<file path="src/common/opdec_pkg.sv">
// opdec_pkg: shared constants, enumerations and carriers for the
// opcode decoder and execution-state counter.
// assumes: instruction bytes arrive first byte first, one whole instruction at a time.
package opdec_pkg;

  ////////////////////////////////////////////////////////////////////////////
  // instruction window
  localparam int FETCH_BYTES = 8;           // bytes presented per instruction

  // first-byte codes
  localparam logic [7:0] OPC_BIT_REG_TEST  = 8'h7C; // register-indirect, test only
  localparam logic [7:0] OPC_BIT_REG_MOD   = 8'h7D; // register-indirect, set/invert/clear
  localparam logic [7:0] OPC_BIT_ABS8_TEST = 8'h7E; // 8-bit absolute, test only
  localparam logic [7:0] OPC_BIT_ABS8_MOD  = 8'h7F; // 8-bit absolute, set/invert/clear
  localparam logic [7:0] OPC_EXT_6A        = 8'h6A; // prefix of long absolute forms
  localparam logic [7:0] OPC_EXT_01        = 8'h01; // prefix of extended forms
  localparam logic [7:0] OPC_CALL_REG      = 8'h5D; // call through register
  localparam logic [7:0] OPC_CALL_ABS24    = 8'h5E; // call to 24-bit absolute
  localparam logic [7:0] OPC_CALL_MEMIND   = 8'h5F; // call through 8-bit table address

  // second-byte codes after the 6A prefix
  localparam logic [7:0] SUB_ABS16_TEST = 8'h10;
  localparam logic [7:0] SUB_ABS16_MOD  = 8'h18;
  localparam logic [7:0] SUB_ABS32_TEST = 8'h30;
  localparam logic [7:0] SUB_ABS32_MOD  = 8'h38;

  // unimplemented codes (high nibble of second byte)
  localparam logic [3:0] NIB_MULT_ACC   = 4'h5; // after 01
  localparam logic [3:0] NIB_ACC_CLEAR  = 4'h7; // after 01
  localparam logic [3:0] NIB_PERIPH_MOV = 4'h4; // after 6A

  // bit-operation byte: high nibble 6 or 7, low nibble selects the operation
  localparam logic [3:0] NIB_BITOP_A = 4'h6;
  localparam logic [3:0] NIB_BITOP_B = 4'h7;
  localparam logic [3:0] BITOP_SET   = 4'h0;
  localparam logic [3:0] BITOP_INV   = 4'h1;
  localparam logic [3:0] BITOP_CLR   = 4'h2;
  localparam logic [3:0] BITOP_TST   = 4'h3;

  // immediate byte-operation high nibbles
  localparam logic [3:0] NIB_IMM_ADD = 4'h8;
  localparam logic [3:0] NIB_IMM_ADC = 4'h9;
  localparam logic [3:0] NIB_IMM_CMP = 4'hA;
  localparam logic [3:0] NIB_IMM_SBB = 4'hB;
  localparam logic [3:0] NIB_IMM_OR  = 4'hC;
  localparam logic [3:0] NIB_IMM_XOR = 4'hD;
  localparam logic [3:0] NIB_IMM_AND = 4'hE;
  localparam logic [3:0] NIB_IMM_MOV = 4'hF;

  ////////////////////////////////////////////////////////////////////////////
  // instruction lengths in bytes
  localparam logic [3:0] LEN_2 = 4'h2;
  localparam logic [3:0] LEN_4 = 4'h4;
  localparam logic [3:0] LEN_6 = 4'h6;
  localparam logic [3:0] LEN_8 = 4'h8;

  // cycle counts per category
  localparam logic [3:0] CYC_0 = 4'h0;
  localparam logic [3:0] CYC_1 = 4'h1;
  localparam logic [3:0] CYC_2 = 4'h2;
  localparam logic [3:0] CYC_3 = 4'h3;
  localparam logic [3:0] CYC_4 = 4'h4;

  // states per cycle by target of access
  localparam logic [2:0] COST_ONCHIP      = 3'h1; // every category on on-chip memory
  localparam logic [2:0] COST_P8_BYTE     = 3'h2; // byte over 8-bit peripheral path
  localparam logic [2:0] COST_P8_WORD     = 3'h4; // word over 8-bit peripheral path
  localparam logic [2:0] COST_P16_BYTE    = 3'h2; // byte over 16-bit peripheral path
  localparam logic [2:0] COST_P16_WORD    = 3'h2; // word over 16-bit peripheral path

  ////////////////////////////////////////////////////////////////////////////
  typedef enum logic [1:0] {target_onchip_mem, target_periph_8, target_periph_16} access_target_t;

  typedef enum logic [4:0] {
    op_none, add_op, add_with_carry_op, compare_op, subtract_with_borrow_op, or_op, xor_op,
    and_op, move_op, bit_set_op, bit_clear_op, bit_invert_op, bit_test_op, subroutine_call_op,
    multiply_accumulate_op, accumulator_clear_op, peripheral_sync_move_op
  } insn_op_t;

  typedef enum logic [2:0] {
    mode_none, mode_immediate, mode_reg_indirect, mode_abs8, mode_abs16, mode_abs24,
    mode_abs32, mode_mem_indirect
  } addr_mode_t;

  typedef struct packed {
    logic [3:0] fetch;      // instruction fetch
    logic [3:0] branch;     // branch-address read
    logic [3:0] stack;      // stack operation
    logic [3:0] byte_data;  // byte data access
    logic [3:0] word_data;  // word data access
    logic [3:0] internal;   // internal operation
  } cycle_counts_t;

  typedef struct packed {
    insn_op_t   op;              // decoded operation
    addr_mode_t mode;            // operand addressing
    logic [3:0] reg_field;       // register specification
    logic [31:0] operand_addr;   // absolute or table address
    logic [7:0] imm;             // immediate byte
    logic [3:0] length;          // instruction length in bytes
    logic       recognized;      // opcode understood by this decoder
    logic       unimplemented;   // opcode exists in the map but is not executed here
  } decode_t;

endpackage

</file>
<file path="src/state_cost_calc.sv">
// state_cost_calc: weighted sum of per-category cycle counts.
// assumes: program and stack areas sit in on-chip memory; only data
// accesses may go to a peripheral module.
`timescale 1ns/10ps

module state_cost_calc #(
  parameter int STATE_WIDTH = 8              // width of the state total
) (
  input  wire opdec_pkg::cycle_counts_t  counts,
  input  wire opdec_pkg::access_target_t target,
  output logic [STATE_WIDTH-1:0]         total
);

  ////////////////////////////////////////////////////////////////////////////
  logic [2:0] cost_byte;   // states per byte data cycle
  logic [2:0] cost_word;   // states per word data cycle

  // per-target data costs; fetch, branch, stack and internal stay at one state
  always_comb begin
    case (target)
      opdec_pkg::target_periph_8: begin   // one wait per two states
        cost_byte = opdec_pkg::COST_P8_BYTE;  // RQ3
        cost_word = opdec_pkg::COST_P8_WORD;  // RQ3
      end
      opdec_pkg::target_periph_16: begin
        cost_byte = opdec_pkg::COST_P16_BYTE;
        cost_word = opdec_pkg::COST_P16_WORD;
      end
      default: begin                      // on-chip memory
        cost_byte = opdec_pkg::COST_ONCHIP;  // RQ2
        cost_word = opdec_pkg::COST_ONCHIP;  // RQ2
      end
    endcase
  end

  // weighted sum of the six categories
  always_comb begin
    total = STATE_WIDTH'(counts.fetch * opdec_pkg::COST_ONCHIP)       // RQ1
          + STATE_WIDTH'(counts.branch * opdec_pkg::COST_ONCHIP)
          + STATE_WIDTH'(counts.stack * opdec_pkg::COST_ONCHIP)
          + STATE_WIDTH'(counts.byte_data) * STATE_WIDTH'(cost_byte)
          + STATE_WIDTH'(counts.word_data) * STATE_WIDTH'(cost_word)
          + STATE_WIDTH'(counts.internal * opdec_pkg::COST_ONCHIP);   // RQ2
  end

endmodule

</file>
<file path="src/cpu_opcode_decode_state_count.sv">
// cpu_opcode_decode_state_count: decodes one instruction from the fetch
// stream and totals the states it takes.
// assumes: the whole instruction is presented in one cycle with valid;
// the data target is known from the operand address by the caller.
//
// Operation
// RQ1: execution states are weighted sum of six counts
// RQ2: on-chip memory costs one state per cycle
// RQ3: 8-bit peripheral: byte two, word four states
// RQ4: multiply-accumulate, accumulator-clear, peripheral move unimplemented
// RQ5: 7C/7D: register from field, op from bytes
// RQ6: 7E/7F: 8-bit absolute address from second byte
// RQ7: 6A10/18 16-bit, 6A30/38 32-bit absolute address
// RQ8: bit-set at abs8: two fetch, two byte
// RQ9: memory-indirect call: two fetch, branch, stack
// RQ10: high nibbles 8 to F are immediate byte ops
`timescale 1ns/10ps

module cpu_opcode_decode_state_count #(
  parameter int STATE_WIDTH = 8               // width of the state total
) (
  input  wire logic                                clock,
  input  wire logic                                nrst,
  input  wire logic                                insn_valid,   // instruction bytes present
  input  wire logic [opdec_pkg::FETCH_BYTES-1:0][7:0] insn_bytes, // index 0 is the first byte
  input  wire opdec_pkg::access_target_t           data_target,  // where data accesses go
  output logic                                     result_valid, // one-cycle result strobe
  output opdec_pkg::decode_t                       decoded,      // decode fields
  output opdec_pkg::cycle_counts_t                 cycles,       // per-category cycle counts
  output logic [STATE_WIDTH-1:0]                   exec_states   // total execution states
);

  ////////////////////////////////////////////////////////////////////////////
  // all registered state
  typedef struct packed {
    logic                     valid;   // result strobe
    opdec_pkg::decode_t       dec;     // decoded fields
    opdec_pkg::cycle_counts_t cnt;     // cycle counts
    logic [STATE_WIDTH-1:0]   total;   // weighted sum
  } state_t;

  state_t state_q;                      // current state
  state_t state_d;                      // next state
  opdec_pkg::decode_t       dec_c;      // combinational decode
  opdec_pkg::cycle_counts_t cnt_c;      // combinational counts
  logic [STATE_WIDTH-1:0]   total_c;    // combinational total

  ////////////////////////////////////////////////////////////////////////////
  // operation selected by the low nibble of a bit-operation byte
  function automatic opdec_pkg::insn_op_t bit_op_of(input logic [3:0] nib);
    case (nib)
      opdec_pkg::BITOP_SET: bit_op_of = opdec_pkg::bit_set_op;
      opdec_pkg::BITOP_INV: bit_op_of = opdec_pkg::bit_invert_op;
      opdec_pkg::BITOP_CLR: bit_op_of = opdec_pkg::bit_clear_op;
      opdec_pkg::BITOP_TST: bit_op_of = opdec_pkg::bit_test_op;
      default:              bit_op_of = opdec_pkg::op_none;
    endcase
  endfunction

  // a bit-operation byte is valid when its high nibble is 6 or 7 and the
  // operation fits the family: test-only or modify-only
  function automatic opdec_pkg::insn_op_t bit_op_check(input logic [7:0] opb, input logic test_only);
    opdec_pkg::insn_op_t op;
    op = bit_op_of(opb[3:0]);
    if (opb[7:4] != opdec_pkg::NIB_BITOP_A && opb[7:4] != opdec_pkg::NIB_BITOP_B) begin
      bit_op_check = opdec_pkg::op_none;
    end else if (test_only) begin
      bit_op_check = (op == opdec_pkg::bit_test_op) ? op : opdec_pkg::op_none;
    end else begin
      bit_op_check = (op == opdec_pkg::bit_test_op) ? opdec_pkg::op_none : op;
    end
  endfunction

  // immediate byte operation from the first-byte high nibble
  function automatic opdec_pkg::insn_op_t imm_op_of(input logic [3:0] nib);
    case (nib)
      opdec_pkg::NIB_IMM_ADD: imm_op_of = opdec_pkg::add_op;
      opdec_pkg::NIB_IMM_ADC: imm_op_of = opdec_pkg::add_with_carry_op;
      opdec_pkg::NIB_IMM_CMP: imm_op_of = opdec_pkg::compare_op;
      opdec_pkg::NIB_IMM_SBB: imm_op_of = opdec_pkg::subtract_with_borrow_op;
      opdec_pkg::NIB_IMM_OR:  imm_op_of = opdec_pkg::or_op;
      opdec_pkg::NIB_IMM_XOR: imm_op_of = opdec_pkg::xor_op;
      opdec_pkg::NIB_IMM_AND: imm_op_of = opdec_pkg::and_op;
      opdec_pkg::NIB_IMM_MOV: imm_op_of = opdec_pkg::move_op;
      default:                imm_op_of = opdec_pkg::op_none;
    endcase
  endfunction

  // cycle counts of a memory bit operation: a test reads once, the others
  // read and write back
  function automatic opdec_pkg::cycle_counts_t bit_counts(input opdec_pkg::insn_op_t op,
                                                          input logic [3:0] fetches);
    opdec_pkg::cycle_counts_t c;
    c = '0;
    c.fetch = fetches;
    c.byte_data = (op == opdec_pkg::bit_test_op) ? opdec_pkg::CYC_1 : opdec_pkg::CYC_2; // RQ8
    bit_counts = c;
  endfunction

  ////////////////////////////////////////////////////////////////////////////
  // decode and cycle counts of the presented instruction
  always_comb begin
    dec_c = '0;
    cnt_c = '0;
    dec_c.op = opdec_pkg::op_none;
    dec_c.mode = opdec_pkg::mode_none;
    case (insn_bytes[0])
      // register-indirect bit operations
      opdec_pkg::OPC_BIT_REG_TEST, opdec_pkg::OPC_BIT_REG_MOD: begin
        dec_c.op = bit_op_check(insn_bytes[2], insn_bytes[0] == opdec_pkg::OPC_BIT_REG_TEST); // RQ5
        dec_c.mode = opdec_pkg::mode_reg_indirect;
        dec_c.reg_field = {1'b0, insn_bytes[1][6:4]};   // RQ5
        dec_c.length = opdec_pkg::LEN_4;
        cnt_c = bit_counts(dec_c.op, opdec_pkg::CYC_2);
      end
      // 8-bit absolute bit operations
      opdec_pkg::OPC_BIT_ABS8_TEST, opdec_pkg::OPC_BIT_ABS8_MOD: begin
        dec_c.op = bit_op_check(insn_bytes[2], insn_bytes[0] == opdec_pkg::OPC_BIT_ABS8_TEST);
        dec_c.mode = opdec_pkg::mode_abs8;
        dec_c.operand_addr = {24'h000000, insn_bytes[1]};  // RQ6
        dec_c.length = opdec_pkg::LEN_4;
        cnt_c = bit_counts(dec_c.op, opdec_pkg::CYC_2);  // RQ8
      end
      // long absolute bit operations and the peripheral-synchronised move
      opdec_pkg::OPC_EXT_6A: begin
        case (insn_bytes[1])
          opdec_pkg::SUB_ABS16_TEST, opdec_pkg::SUB_ABS16_MOD: begin
            dec_c.op = bit_op_check(insn_bytes[4], insn_bytes[1] == opdec_pkg::SUB_ABS16_TEST);
            dec_c.mode = opdec_pkg::mode_abs16;
            dec_c.operand_addr = {16'h0000, insn_bytes[2], insn_bytes[3]};  // RQ7
            dec_c.length = opdec_pkg::LEN_6;
            cnt_c = bit_counts(dec_c.op, opdec_pkg::CYC_3);
          end
          opdec_pkg::SUB_ABS32_TEST, opdec_pkg::SUB_ABS32_MOD: begin
            dec_c.op = bit_op_check(insn_bytes[6], insn_bytes[1] == opdec_pkg::SUB_ABS32_TEST);
            dec_c.mode = opdec_pkg::mode_abs32;
            dec_c.operand_addr = {insn_bytes[2], insn_bytes[3], insn_bytes[4], insn_bytes[5]}; // RQ7
            dec_c.length = opdec_pkg::LEN_8;
            cnt_c = bit_counts(dec_c.op, opdec_pkg::CYC_4);
          end
          default: begin
            if (insn_bytes[1][7:4] == opdec_pkg::NIB_PERIPH_MOV) begin
              dec_c.op = opdec_pkg::peripheral_sync_move_op;  // RQ4
              dec_c.unimplemented = 1'b1;                      // RQ4
            end
          end
        endcase
      end
      // extended prefix: only the unimplemented accumulator forms are decoded
      opdec_pkg::OPC_EXT_01: begin
        if (insn_bytes[1][7:4] == opdec_pkg::NIB_MULT_ACC) begin
          dec_c.op = opdec_pkg::multiply_accumulate_op;  // RQ4
          dec_c.unimplemented = 1'b1;
        end else if (insn_bytes[1][7:4] == opdec_pkg::NIB_ACC_CLEAR) begin
          dec_c.op = opdec_pkg::accumulator_clear_op;    // RQ4
          dec_c.unimplemented = 1'b1;
        end
      end
      // subroutine calls
      opdec_pkg::OPC_CALL_MEMIND: begin
        dec_c.op = opdec_pkg::subroutine_call_op;
        dec_c.mode = opdec_pkg::mode_mem_indirect;
        dec_c.operand_addr = {24'h000000, insn_bytes[1]};
        dec_c.length = opdec_pkg::LEN_2;
        cnt_c.fetch = opdec_pkg::CYC_2;   // RQ9
        cnt_c.branch = opdec_pkg::CYC_2;  // RQ9
        cnt_c.stack = opdec_pkg::CYC_2;   // RQ9
      end
      opdec_pkg::OPC_CALL_ABS24: begin
        dec_c.op = opdec_pkg::subroutine_call_op;
        dec_c.mode = opdec_pkg::mode_abs24;
        dec_c.operand_addr = {8'h00, insn_bytes[1], insn_bytes[2], insn_bytes[3]};
        dec_c.length = opdec_pkg::LEN_4;
        cnt_c.fetch = opdec_pkg::CYC_2;
        cnt_c.stack = opdec_pkg::CYC_2;
        cnt_c.internal = opdec_pkg::CYC_1;
      end
      opdec_pkg::OPC_CALL_REG: begin
        dec_c.op = opdec_pkg::subroutine_call_op;
        dec_c.mode = opdec_pkg::mode_reg_indirect;
        dec_c.reg_field = {1'b0, insn_bytes[1][6:4]};
        dec_c.length = opdec_pkg::LEN_2;
        cnt_c.fetch = opdec_pkg::CYC_2;
        cnt_c.stack = opdec_pkg::CYC_2;
      end
      // immediate byte operations by first-byte high nibble
      default: begin
        if (insn_bytes[0][7]) begin
          dec_c.op = imm_op_of(insn_bytes[0][7:4]);  // RQ10
          dec_c.mode = opdec_pkg::mode_immediate;
          dec_c.reg_field = insn_bytes[0][3:0];
          dec_c.imm = insn_bytes[1];
          dec_c.length = opdec_pkg::LEN_2;
          cnt_c.fetch = opdec_pkg::CYC_1;
        end
      end
    endcase
    dec_c.recognized = (dec_c.op != opdec_pkg::op_none);
    // an opcode that does not execute takes no cycles at all
    if (!dec_c.recognized || dec_c.unimplemented) begin
      cnt_c = '0;                                   // RQ4
      dec_c.length = '0;
      dec_c.mode = opdec_pkg::mode_none;
    end
  end

  ////////////////////////////////////////////////////////////////////////////
  // weighted state total for the decoded counts
  state_cost_calc #(
    .STATE_WIDTH (STATE_WIDTH)
  ) u_cost (
    .counts (cnt_c),
    .target (data_target),
    .total  (total_c)
  );

  ////////////////////////////////////////////////////////////////////////////
  // next state: results are captured only for a presented instruction
  always_comb begin
    state_d = state_q;
    state_d.valid = insn_valid;
    if (insn_valid) begin
      state_d.dec = dec_c;
      state_d.cnt = cnt_c;
      state_d.total = total_c;  // RQ1
    end
  end

  // state register
  always_ff @(posedge clock or negedge nrst) begin
    if (!nrst) begin
      state_q <= '0;
    end else begin
      state_q <= state_d;
    end
  end

  // outputs straight from the state register
  assign result_valid = state_q.valid;
  assign decoded      = state_q.dec;
  assign cycles       = state_q.cnt;
  assign exec_states  = state_q.total;

endmodule

</file>
<file path="config.mk">
export PLATFORM = sky130hd
export DESIGN_NAME = cpu_opcode_decode_state_count
export DESIGN_NICKNAME = d
export VERILOG_FILES = /design/src/common/opdec_pkg.sv /design/src/state_cost_calc.sv /design/src/cpu_opcode_decode_state_count.sv
export SDC_FILE = /design/constraint.sdc
export NUM_CORES = 1
export LEC_CHECK = 0
export BUFFER_PORTS_ARGS = -buffer_cell sky130_fd_sc_hd__buf_4
export CAP_MARGIN = 20
export CORE_UTILIZATION = 45
export DETAILED_ROUTE_END_ITERATION = 16
export PLACE_DENSITY = 0.79
export SKIP_LAST_GASP = 1
export SLEW_MARGIN = 20
export SYNTH_ARGS = -nofsm -noshare
export SYNTH_HDL_FRONTEND = slang
export SYNTH_SLANG_ARGS = --single-unit
</file>
<file path="constraint.sdc">
create_clock -name clock -period 0.8 [get_ports clock]
set_input_delay 0.08 -clock clock [delete_from_list [all_inputs] [get_ports clock]]
set_output_delay 0.08 -clock clock [all_outputs]
set_load 0.01 [all_outputs]
</file>
## Word-level counts from Yosys, hierarchy flattened

Memories as Yosys holds them, arrays and structs flattened.
Cells that the tools add are included.

| cells by class | value |
|---|---|
| multiply operators | 2 |
| reductions and logical operators | 23 |
| multiplexer cells | 67 |
| order comparisons | 0 |
| equal/unequal tests | 41 |
| bitwise logic cells | 0 |
| shift-type cells | 0 |
| add/sub/neg operators | 5 |
| div/mod/pow operators | 0 |

Operators by type and width:

| kind | count |
|---|---|
| 2-to-1 mux 5 bit | 30 |
| one-hot mux 32 bit (3 select lines) | 1 |
| == test 8 x 7 -> 1 bit (second input constant) | 8 |
| one-hot mux 32 bit (2 select lines) | 1 |
| one-hot mux 4 bit (4 select lines) | 4 |
| one-hot mux 23 bit (2 select lines) | 1 |
| == test 5 x 4 -> 1 bit (second input constant) | 8 |
| one-hot mux 4 bit (2 select lines) | 5 |
| one-hot mux 5 bit (5 select lines) | 1 |
| == test 4 x 2 -> 1 bit (second input constant) | 6 |
| 2-to-1 mux 12 bit | 2 |
| 2-to-1 mux 24 bit | 1 |
| inequality test 4 x 3 -> 1 bit (second input constant) | 6 |
| one-hot mux 8 bit (3 select lines) | 1 |
| one-hot mux 3 bit (6 select lines) | 1 |
| adder 8 x 4 -> 8 bit | 2 |
| adder 8 x 7 -> 8 bit | 2 |
| == test 8 x 5 -> 1 bit (second input constant) | 2 |
| == test 8 x 6 -> 1 bit (second input constant) | 2 |
| == test 4 x 1 -> 1 bit (second input constant) | 3 |
| == test 4 x 3 -> 1 bit (second input constant) | 3 |
| zero test 4 bit | 3 |
| one-hot mux 3 bit (2 select lines) | 2 |
| OR reduction 2 bit | 6 |
| other kinds (24) | 37 |

| storage, ports and cells | value |
|---|---|
| memory bits (writable) | 0 |
| register bits | 91 |
| word-level logic and storage cells | 155 |
| latch bits | 0 |
| bits in read-only memories | 64 |
| memories kept | 1 |
| output and inout bits | 91 |
| input bits | 69 |

Memories:

| memory | words | width | read ports | clocked after Yosys merged registers in | wr ports | line | RTL |
|---|---|---|---|---|---|---|---|
| (name not given) | 16 | 4 | 1 | 0 | 0 | cpu_opcode_decode_state_count.sv:76 | `case (nib)` |

## Depth between registers and ports, before layout

Gate-level depths: netlist of run 1.

| logic depth | value |
|---|---|
| word-level depth | 21 |
| gate-level depth with buffers | 21 |

## Cells and area by module

A second synthesis of run 1 with hierarchy kept.

| unflattened totals | value |
|---|---|
| cell total of the unflattened synthesis | 497 |
| area total of the unflattened synthesis | 5033.6 µm² |

Modules (own cells, without submodules):

| module | area an instance (µm²) | sequential area each (µm²) | cells each | instances |
|---|---|---|---|---|
| cpu_opcode_decode_state_count | 3960.0 | 1851.8 | 384 | 1 |
| state_cost_calc | 1073.5 | 0.0 | 113 | 1 |

## Worst setup path after synthesis of run 1

Ideal clock, no wire load.

| path | value |
|---|---|
| path type | in2reg |
| start | in insn_bytes[14] in the netlist's numbering |
| end | reg state_q, in the netlist exec_states[3] |
| setup time | 125 ps |
| data required time | 675 ps |
| stages | 18 |
| path slack | -3308 ps |
| arrival | 3983 ps |
| buffers on the path | 2 |
| cells stage by stage | buf_6 > or4_4 > or4_4 > or4_1 > o2111a_1 > nand4_2 > nor3b_2 > buf_6 > nor2_1 > ha_1 > inv_1 > fa_1 > inv_1 > ha_1 > a21o_1 > a21oi_1 > xnor2_1 > mux2_2 |

RTL lines:

| item | line | RTL |
|---|---|---|
| start, declared | cpu_opcode_decode_state_count.sv:25 | `input wire logic [opdec_pkg::FETCH_BYTES-1:0][7:0] insn_bytes,` |
| end signal, assigned | cpu_opcode_decode_state_count.sv:234 | `state_q <= state_d;` |
| end, declared | cpu_opcode_decode_state_count.sv:42 | `state_t state_q;` |

==> summary.md, run 1 <==
| Metric | Value |
|---|---|
| Status | `complete, but fails checks` |
| Failing checks | `setup timing` |
| Nets | `a little over 800` |
| Synth Instances | `458` |
| Routed vias/inst | `5.872` |
| Part of the power in registers | `0.434` |
| Sequential cell area fraction in the yosys report | `0.4286` |
| Met2 Usage GRT | `0.5509` |
| Setup-failing EPs final | `approximately 140` |
| # Max-Cap Violations | `0` |
| Placeable core area | `slightly below 0.009 mm²` |
| Clock Latency Late Sink | `approximately 350 ps` |
| Critical Path Fanout Max | `3` |
| Switching power | `between 2 and 3 mW` |
| Fmax achieved | `~270 MHz` |
| Routed Antenna Nets | `0` |
| DRC viols | `0` |
| Post-DP HPWL | `10430 µm` |
| Die Y | `98.66 µm` |
| Clock skew | `0 ps` |
| Layout cell share with drive strength beyond 1 | `0.5526` |
| Total negative slack | `-72390 ps` |
| Post-layout min period | `3744 ps` |
| P&R area growth vs syn | `81.28%` |
| Final worst path period share | `4.680` |
| Unrepaired setup endpoints after global routing | `yes` |
| Vias post-DR | `4991` |
| Clock tree root driver cell | `clkbuf_8` |
| Final design utilization | `0.8572` |
| Netlist cell types | `63` |
| Post-synth top flop | `dfrtp_1` |
| Total congestion overflow | `0` |
| Largest net degree at the start of global routing | `34` |
| Worst setup margin | `-2944 ps` |
| Most common cell after layout, fill and taps aside | `buf_4` |
| H-tree Lvls | `3` |
| Clock power share | `0.328` |
| Tot Pwr | `~8.9 mW` |
| Pre-antenna DRT Iters | `6` |
| WHS | `13.90 ps` |
| GRT met1 Usage | `0.3687` |
| Yosys warning total | `0` |
| EDFF count, synth | `0` |
| Mapped cell area | `0.004204 mm²` |
| Final wirelength | `around 18000 µm` |
| Cell Area, Placed | `between 0.006 and 0.007 mm²` |
| Worst Setup Path Type | `in -> reg` |
| I/O Pins | `between 150 and 200` |
| Global route hottest layer | `met2` |
| Commonest cells after routing, fill and taps aside | `194 x buf_4, 86 x buf_6, 72 x dfrtp_1` |
| Avg Cell Area, Syn | `about 9.2 µm²` |
| Worst setup SP type | `primary input` |
| Vias in the first global route | `between 4000 and 5000` |
| IO buf count | `between 100 and 150` |
| CP Capture Type | `flip-flop` |
| Reg clk slew, reported paths | `~80 ps` |
| Placed Cells | `just under 800` |
| LEAKAGE | `roughly 3.6 nW` |
| Worst hold path type | `in -> reg` |
| GR Util met3 | `0.05887` |
| Gate power share | `0.238` |
| Num rows | `34` |
| Max VDD drop | `just under 0.0009 V` |
| Setup WS pre-CTS | `-3360 ps` |
| First DRT Iteration DRCs | `~500` |
| Routed WL per cell | `between 20 and 25 µm` |
| Endpoints failing hold | `0` |
| Fin cells | `850` |
| Global-route wire length before repair | `~24000 µm` |
| Number of diodes | `0` |
| Sw frac | `0.2952` |
| GRT Util Overall | `0.3160` |
| Crit path arrival time | `around 4000 ps` |
| Die W | `between 90 and 100 µm` |
| Internal power component | `between 6 and 7 mW` |
| Final Cell Area | `0.007621 mm²` |
| Inserted Clock Buffers | `9` |
| #FFs+latches synth | `just over 70` |
| Initial antenna violation count | `0` |
| CP required | `1050 ps` |
| Pwr dens | `~1200 mW/mm²` |
| Async set-reset flop share out of synthesis | `1.000` |
| Die area | `slightly below 0.01 mm²` |
| Fin. max-slew vios | `0` |
| CTS tree | `yes` |
| CTS Buffer Depth | `2` |
| Routability congestion estimate | `approximately 0.86` |
| Initial Util | `0.4728` |
| Clk sinks | `72` |
[logic make-up (layout without fill, tap and decap cells)]
| family | Yosys count | after routing | synth area share |
|---|---|---|---|
| AO/OA/AOI/OAI | 124 | 124 | 0.1988 |
| XOR/XNOR | 9 | 9 | 0.01875 |
| adder cells (fa/ha/maj) | 16 | 16 | 0.05119 |
| buffers and inverters | 121 | 385 | 0.1286 |
| flip-flops | 72 | 72 | 0.4286 |
| multiplexers | 9 | 9 | 0.02321 |
| other | 2 | 21 | 0.001786 |
| AND/OR/NAND/NOR | 105 | 106 | 0.1491 |
[area by class of cell]
type                    count  area, µm²
repair buffers            298       2738
inverters                  71      270.3
fillers                   409       1270
clock inverters             6      60.06
well taps                 108      135.1
flip-flops and latches     72       1802
multi-input cells         285       2489
clock buffers              10      127.6
[cells in the mapped netlist, drive strengths merged (3+ instances only)]
library cell	n	area (µm²)
nand3	22	110.1
o32ai	6	60.06
nand4	4	31.28
mux2i	3	30.03
and2	6	37.53
nor2	16	60.06
a22oi	18	135.1
xnor2	8	70.07
a22o	7	61.31
nor4	6	43.79
a21oi	21	105.1
o21ai	22	110.1
mux2	6	67.56
nor2b	3	18.77
nand2	14	52.55
ha	14	175.2
o22ai	31	193.9
nand2b	5	31.28
dfrtp	72	1802
nor3	6	30.03
inv	70	262.8
nor4b	4	35.03
a21o	5	37.54
clkbuf	28	105.1
nor3b	3	27.52
buf	22	168.9
or4	3	30.03
[final timing paths]
path / startpoint / endpoint / slack (ps) / depth (start not counted)
min in group asynchronous: nrst / decoded[26]$_DFFE_PN0P_ / 120 / 2
max: insn_bytes[14] / exec_states[3]$_DFFE_PN0P_ / -2940 / 17
max reg2reg: decoded[25]$_DFFE_PN0P_ / decoded[25]$_DFFE_PN0P_ / -140 / 4
min reg2reg: decoded[0]$_DFFE_PN0P_ / decoded[0]$_DFFE_PN0P_ / 520 / 1
min: insn_bytes[24] / decoded[30]$_DFFE_PN0P_ / 10 / 3
max in group asynchronous: nrst / cycles[9]$_DFFE_PN0P_ / 230 / 3
[layer usage]
metal	vias to the layer above	routed length, µm
met1	2405	6446
met2	365	9273
li1	2122	-
met5	-	0
met3	99	1461
met4	0	997
[power by group through the flow]
stage	sequential, mW	clock [mW]	combinational (mW)
detailed placement	3.90	0	1.65
finish	3.86	2.92	2.12
global route	3.87	3.09	2.23
global placement	3.90	0	1.62
floorplan	3.95	0	0.651
CTS	3.86	2.87	1.89
[state kept, by name, summed over array words and instances, names as in the netlist]
signal,cells
decoded,57
result_valid,1
exec_states,6
cycles,8
[critical path: stages]
cell      delay, ps
buf_6           100
or4_4           530
or4_4           530
or4_1           450
o2111a_1        290
nand4_2         100
nor3b_4          60
nor2_2          110
ha_2            280
inv_2            50
fa_1            420
inv_1            70
ha_1            230
a21o_1          200
a21oi_2         170
xnor2_1          80
mux2_2          260
[what timing repair did]
item,CTS,global route
hold buffers,6,0
gates cloned,2,3
hold endpoints to repair,77,0
setup buffers,26,25
gates resized for setup,123,38
endpoints found under the setup margin,133,134
pin swaps,15,10
Note: power is estimated with default switching activity, not from simulation.
==> inputs of run 2 (changes only) <==
--- a/config.mk
+++ b/config.mk
@@ -7,9 +7,11 @@
 export LEC_CHECK = 0
 export BUFFER_PORTS_ARGS = -buffer_cell sky130_fd_sc_hd__buf_4
 export CAP_MARGIN = 20
+export CORE_MARGIN = 5
 export CORE_UTILIZATION = 45
 export DETAILED_ROUTE_END_ITERATION = 16
 export PLACE_DENSITY = 0.79
+export REMOVE_ABC_BUFFERS = 1
 export SKIP_LAST_GASP = 1
 export SLEW_MARGIN = 20
 export SYNTH_ARGS = -nofsm -noshare
==> summary.md, run 2 (synthesized netlist as in run 1, its figures left out) <==
| Metric | Value |
|---|---|
| Reg clk slew, reported paths | `80 ps (about the same)` |
| Endpoints failing hold | `0 (unchanged)` |
| Vias in the first global route | `4616 (-5.4%)` |
| Global-route wire length before repair | `23690 µm (-0.87%)` |
| Setup slack, reg-to-reg | `-130 ps (about the same)` |
| Commonest cells after routing, fill and taps aside | `174 x buf_4, 99 x buf_6, 72 x dfrtp_1` |
| Peak per-stage delay on the critical path | `540 ps (about the same)` |
| Clock skew | `0 ps (unchanged)` |
| I/O Pins | `160 (unchanged)` |
| Unrepaired setup endpoints after global routing | `yes` |
| Num rows | `35 (+2.9%)` |
| Setup-failing EPs final | `135 (-0.74%)` |
| Fin. max-slew vios | `0 (unchanged)` |
| Initial antenna violation count | `1 (+1)` |
| Hold EP | `decoded[44]$_DFFE_PN0P_` |
| Clk sinks | `72 (unchanged)` |
| Crit path arrival time | `4090 ps (+90 ps)` |
| Final worst path period share | `4.726 (+0.04554)` |
| Worst R2R Start | `decoded[9]$_DFFE_PN0P_` |
| P&R area growth vs syn | `83.81%` |
| Die area | `0.01138 mm² (+17%)` |
| Reg2Reg Depth | `3 (-1)` |
| Routed WL per cell | `23.12 µm (+8.1%)` |
| Nets | `824 (+0.24%)` |
| # Max-Cap Violations | `0 (unchanged)` |
| Most common cell after layout, fill and taps aside | `buf_4` |
| Failing checks | `setup timing` |
| Die Y | `106.7 µm (+8.1%)` |
| Largest register FFs | `57 (unchanged)` |
| Hold path cells | `3 (unchanged)` |
| Routability congestion estimate | `0.9387 (+9.5%)` |
| RR Endpoint | `decoded[9]$_DFFE_PN0P_` |
| Routed vias/inst | `6.078 (+3.5%)` |
| CTS Buffer Depth | `2 (unchanged)` |
| Slowest CP cell | `or4_4` |
| Pre-antenna DRT Iters | `8 (+2)` |
| Placeable core area | `0.009153 mm² (+2.9%)` |
| Routed Antenna Nets | `0 (unchanged)` |
| H-tree Lvls | `3 (unchanged)` |
| Critical Path Fanout Max | `2 (-1)` |
| Worst setup margin | `-2981 ps (-36.43 ps)` |
| First DRT Iteration DRCs | `593 (+16%)` |
| CP Capture Type | `flip-flop` |
| Hold Crit Start | `insn_bytes[22]` |
| Largest net degree at the start of global routing | `33 (-2.9%)` |
| Setup WS pre-CTS | `-3358 ps (+1.570 ps)` |
| CTS tree | `yes` |
| Pwr dens | `1189 mW/mm² (+1.8%)` |
| GRT Util Overall | `0.2595 (-0.05648)` |
| Vias post-DR | `5203 (+4.2%)` |
| Final Cell Area | `0.007727 mm² (+1.4%)` |
| Final wirelength | `19790 µm (+8.9%)` |
| DRC viols | `0 (unchanged)` |
| Total congestion overflow | `0 (unchanged)` |
| IO buf count | `131 (unchanged)` |
| Post-layout min period | `3781 ps (+36.43 ps)` |
| Die W | `106.7 µm (+8.1%)` |
| Max VDD drop | `0.001070 V (+22%)` |
| Worst path cell trace | `buf_6 -> or4_4 -> or4_4 -> buf_4 -> buf_6 -> nor4_4 -> a21oi_2 -> a41oi_2 -> nor3b_2 -> nor2_1 -> ha_1 -> inv_1 -> fa_1 -> buf_4 -> fa_2 -> inv_2 -> a21o_1 -> a21oi_2 -> xnor2_1 -> mux2_4` |
| Inserted Clock Buffers | `9 (unchanged)` |
| Fillers | `419 (+2.4%)` |
| Cell Area, Placed | `0.005929 mm² (-4.9%)` |
| LEAKAGE | `3.646 nW (+1.3%)` |
| Worst hold path type | `in -> reg` |
| Worst setup SP type | `primary input` |
| Status | `complete, but fails checks` |
| CP required | `1110 ps (+60 ps)` |
| Layout cell share with drive strength beyond 1 | `0.5296 (-0.02299)` |
| Initial Util | `0.4593 (-0.01351)` |
| Clock tree root driver cell | `clkbuf_8` |
| Worst Setup Path Type | `in -> reg` |
| Post-DP HPWL | `10370 µm (-0.62%)` |
| Fmax achieved | `264.5 MHz (-0.96%)` |
| Clock Latency Late Sink | `350 ps (about the same)` |
## run 2: cell types whose count changed in the layout (fill, tap and decap cells not counted), sizes merged
cell and delta:
clkinv +1, clkbuf -1, dlygate4sd3 +2, diode +1
buf +1, nand2b -1
## run 2: power breakdown
part | internal (mW) | total (mW) | switching [mW]
clock | 1.44 | 3.04 | 1.60
sequential | 3.76 | 3.87 | 0.105
combinational | 1.19 | 2.28 | 1.09
## run 2: what timing repair did
action	4_1_cts	5_1_grt
endpoints found under the hold margin	79	0
hold buffers	8	0
setup buffers	11	57
gates cloned	2	3
setup endpoints to repair	133	133
pin swaps	24	29
gates resized for setup	67	145
## run 2: area by class of cell
type | instances | area, µm² | share of cell area
flip-flops and latches | 72 | 1802 | 0.2332
repair buffers | 301 | 2912 | 0.3768
clock inverters | 7 | 72.57 | 0.009391
clock buffers | 9 | 123.9 | 0.01603
well taps | 111 | 138.9 | 0.01797
diodes | 1 | 2.502 | 0.0003238
multi-input cells | 284 | 2406 | 0.3114
inverters | 71 | 270.3 | 0.03497
## run 2: worst max path at each step
stage / start / end / slack [ps] / cells after the start
5_1_grt: insn_bytes[14] / exec_states[4]$_DFFE_PN0P_ / -3070 / 20
3_3_place_gp: insn_bytes[14] / exec_states[3]$_DFFE_PN0P_ / -3230 / 17
4_1_cts: insn_bytes[14] / exec_states[3]$_DFFE_PN0P_ / -2820 / 17
3_5_place_dp: insn_bytes[14] / exec_states[3]$_DFFE_PN0P_ / -3360 / 17
2_1_floorplan: insn_bytes[14] / exec_states[3]$_DFFE_PN0P_ / -3110 / 16
6_report: insn_bytes[14] / exec_states[4]$_DFFE_PN0P_ / -2980 / 20
## run 2: worst max-delay path, delay by kind of cell
kind | cells | cell delay, ps
adders and majority gates | 3 | 1040
and+or+nand+nor | 5 | 1510
AOI/OAI and AO/OA | 4 | 470
xor gates and xnor gates | 1 | 170
muxes | 1 | 160
buffers and inverters | 6 | 670
## run 2: per-layer routing
| metal | GRT usage | wire length (µm) | up-vias |
|---|---|---|---|
| met4 | 0.1187 | 1276 | 0 |
| met5 | 0 | 0 | - |
| met3 | 0.05840 | 1964 | 129 |
| li1 | - | - | 2131 |
| met2 | 0.4254 | 9529 | 474 |
| met1 | 0.3268 | 7020 | 2469 |
## run 2: through the flow
step           TNS, ps  instances  hold WS, ps  total power, mW    util
6_report        -79950        856        3.647            9.185  0.8443
5_1_grt         -84150        856        11.07            9.450  0.8443
4_1_cts         -71730        799        5.953            8.570  0.7266
3_5_place_dp    -85200        763       -17.42            5.453  0.6478
3_3_place_gp    -83030        763       -19.84            5.423  0.6478
2_1_floorplan   -67580        427       -215.6            4.350       -
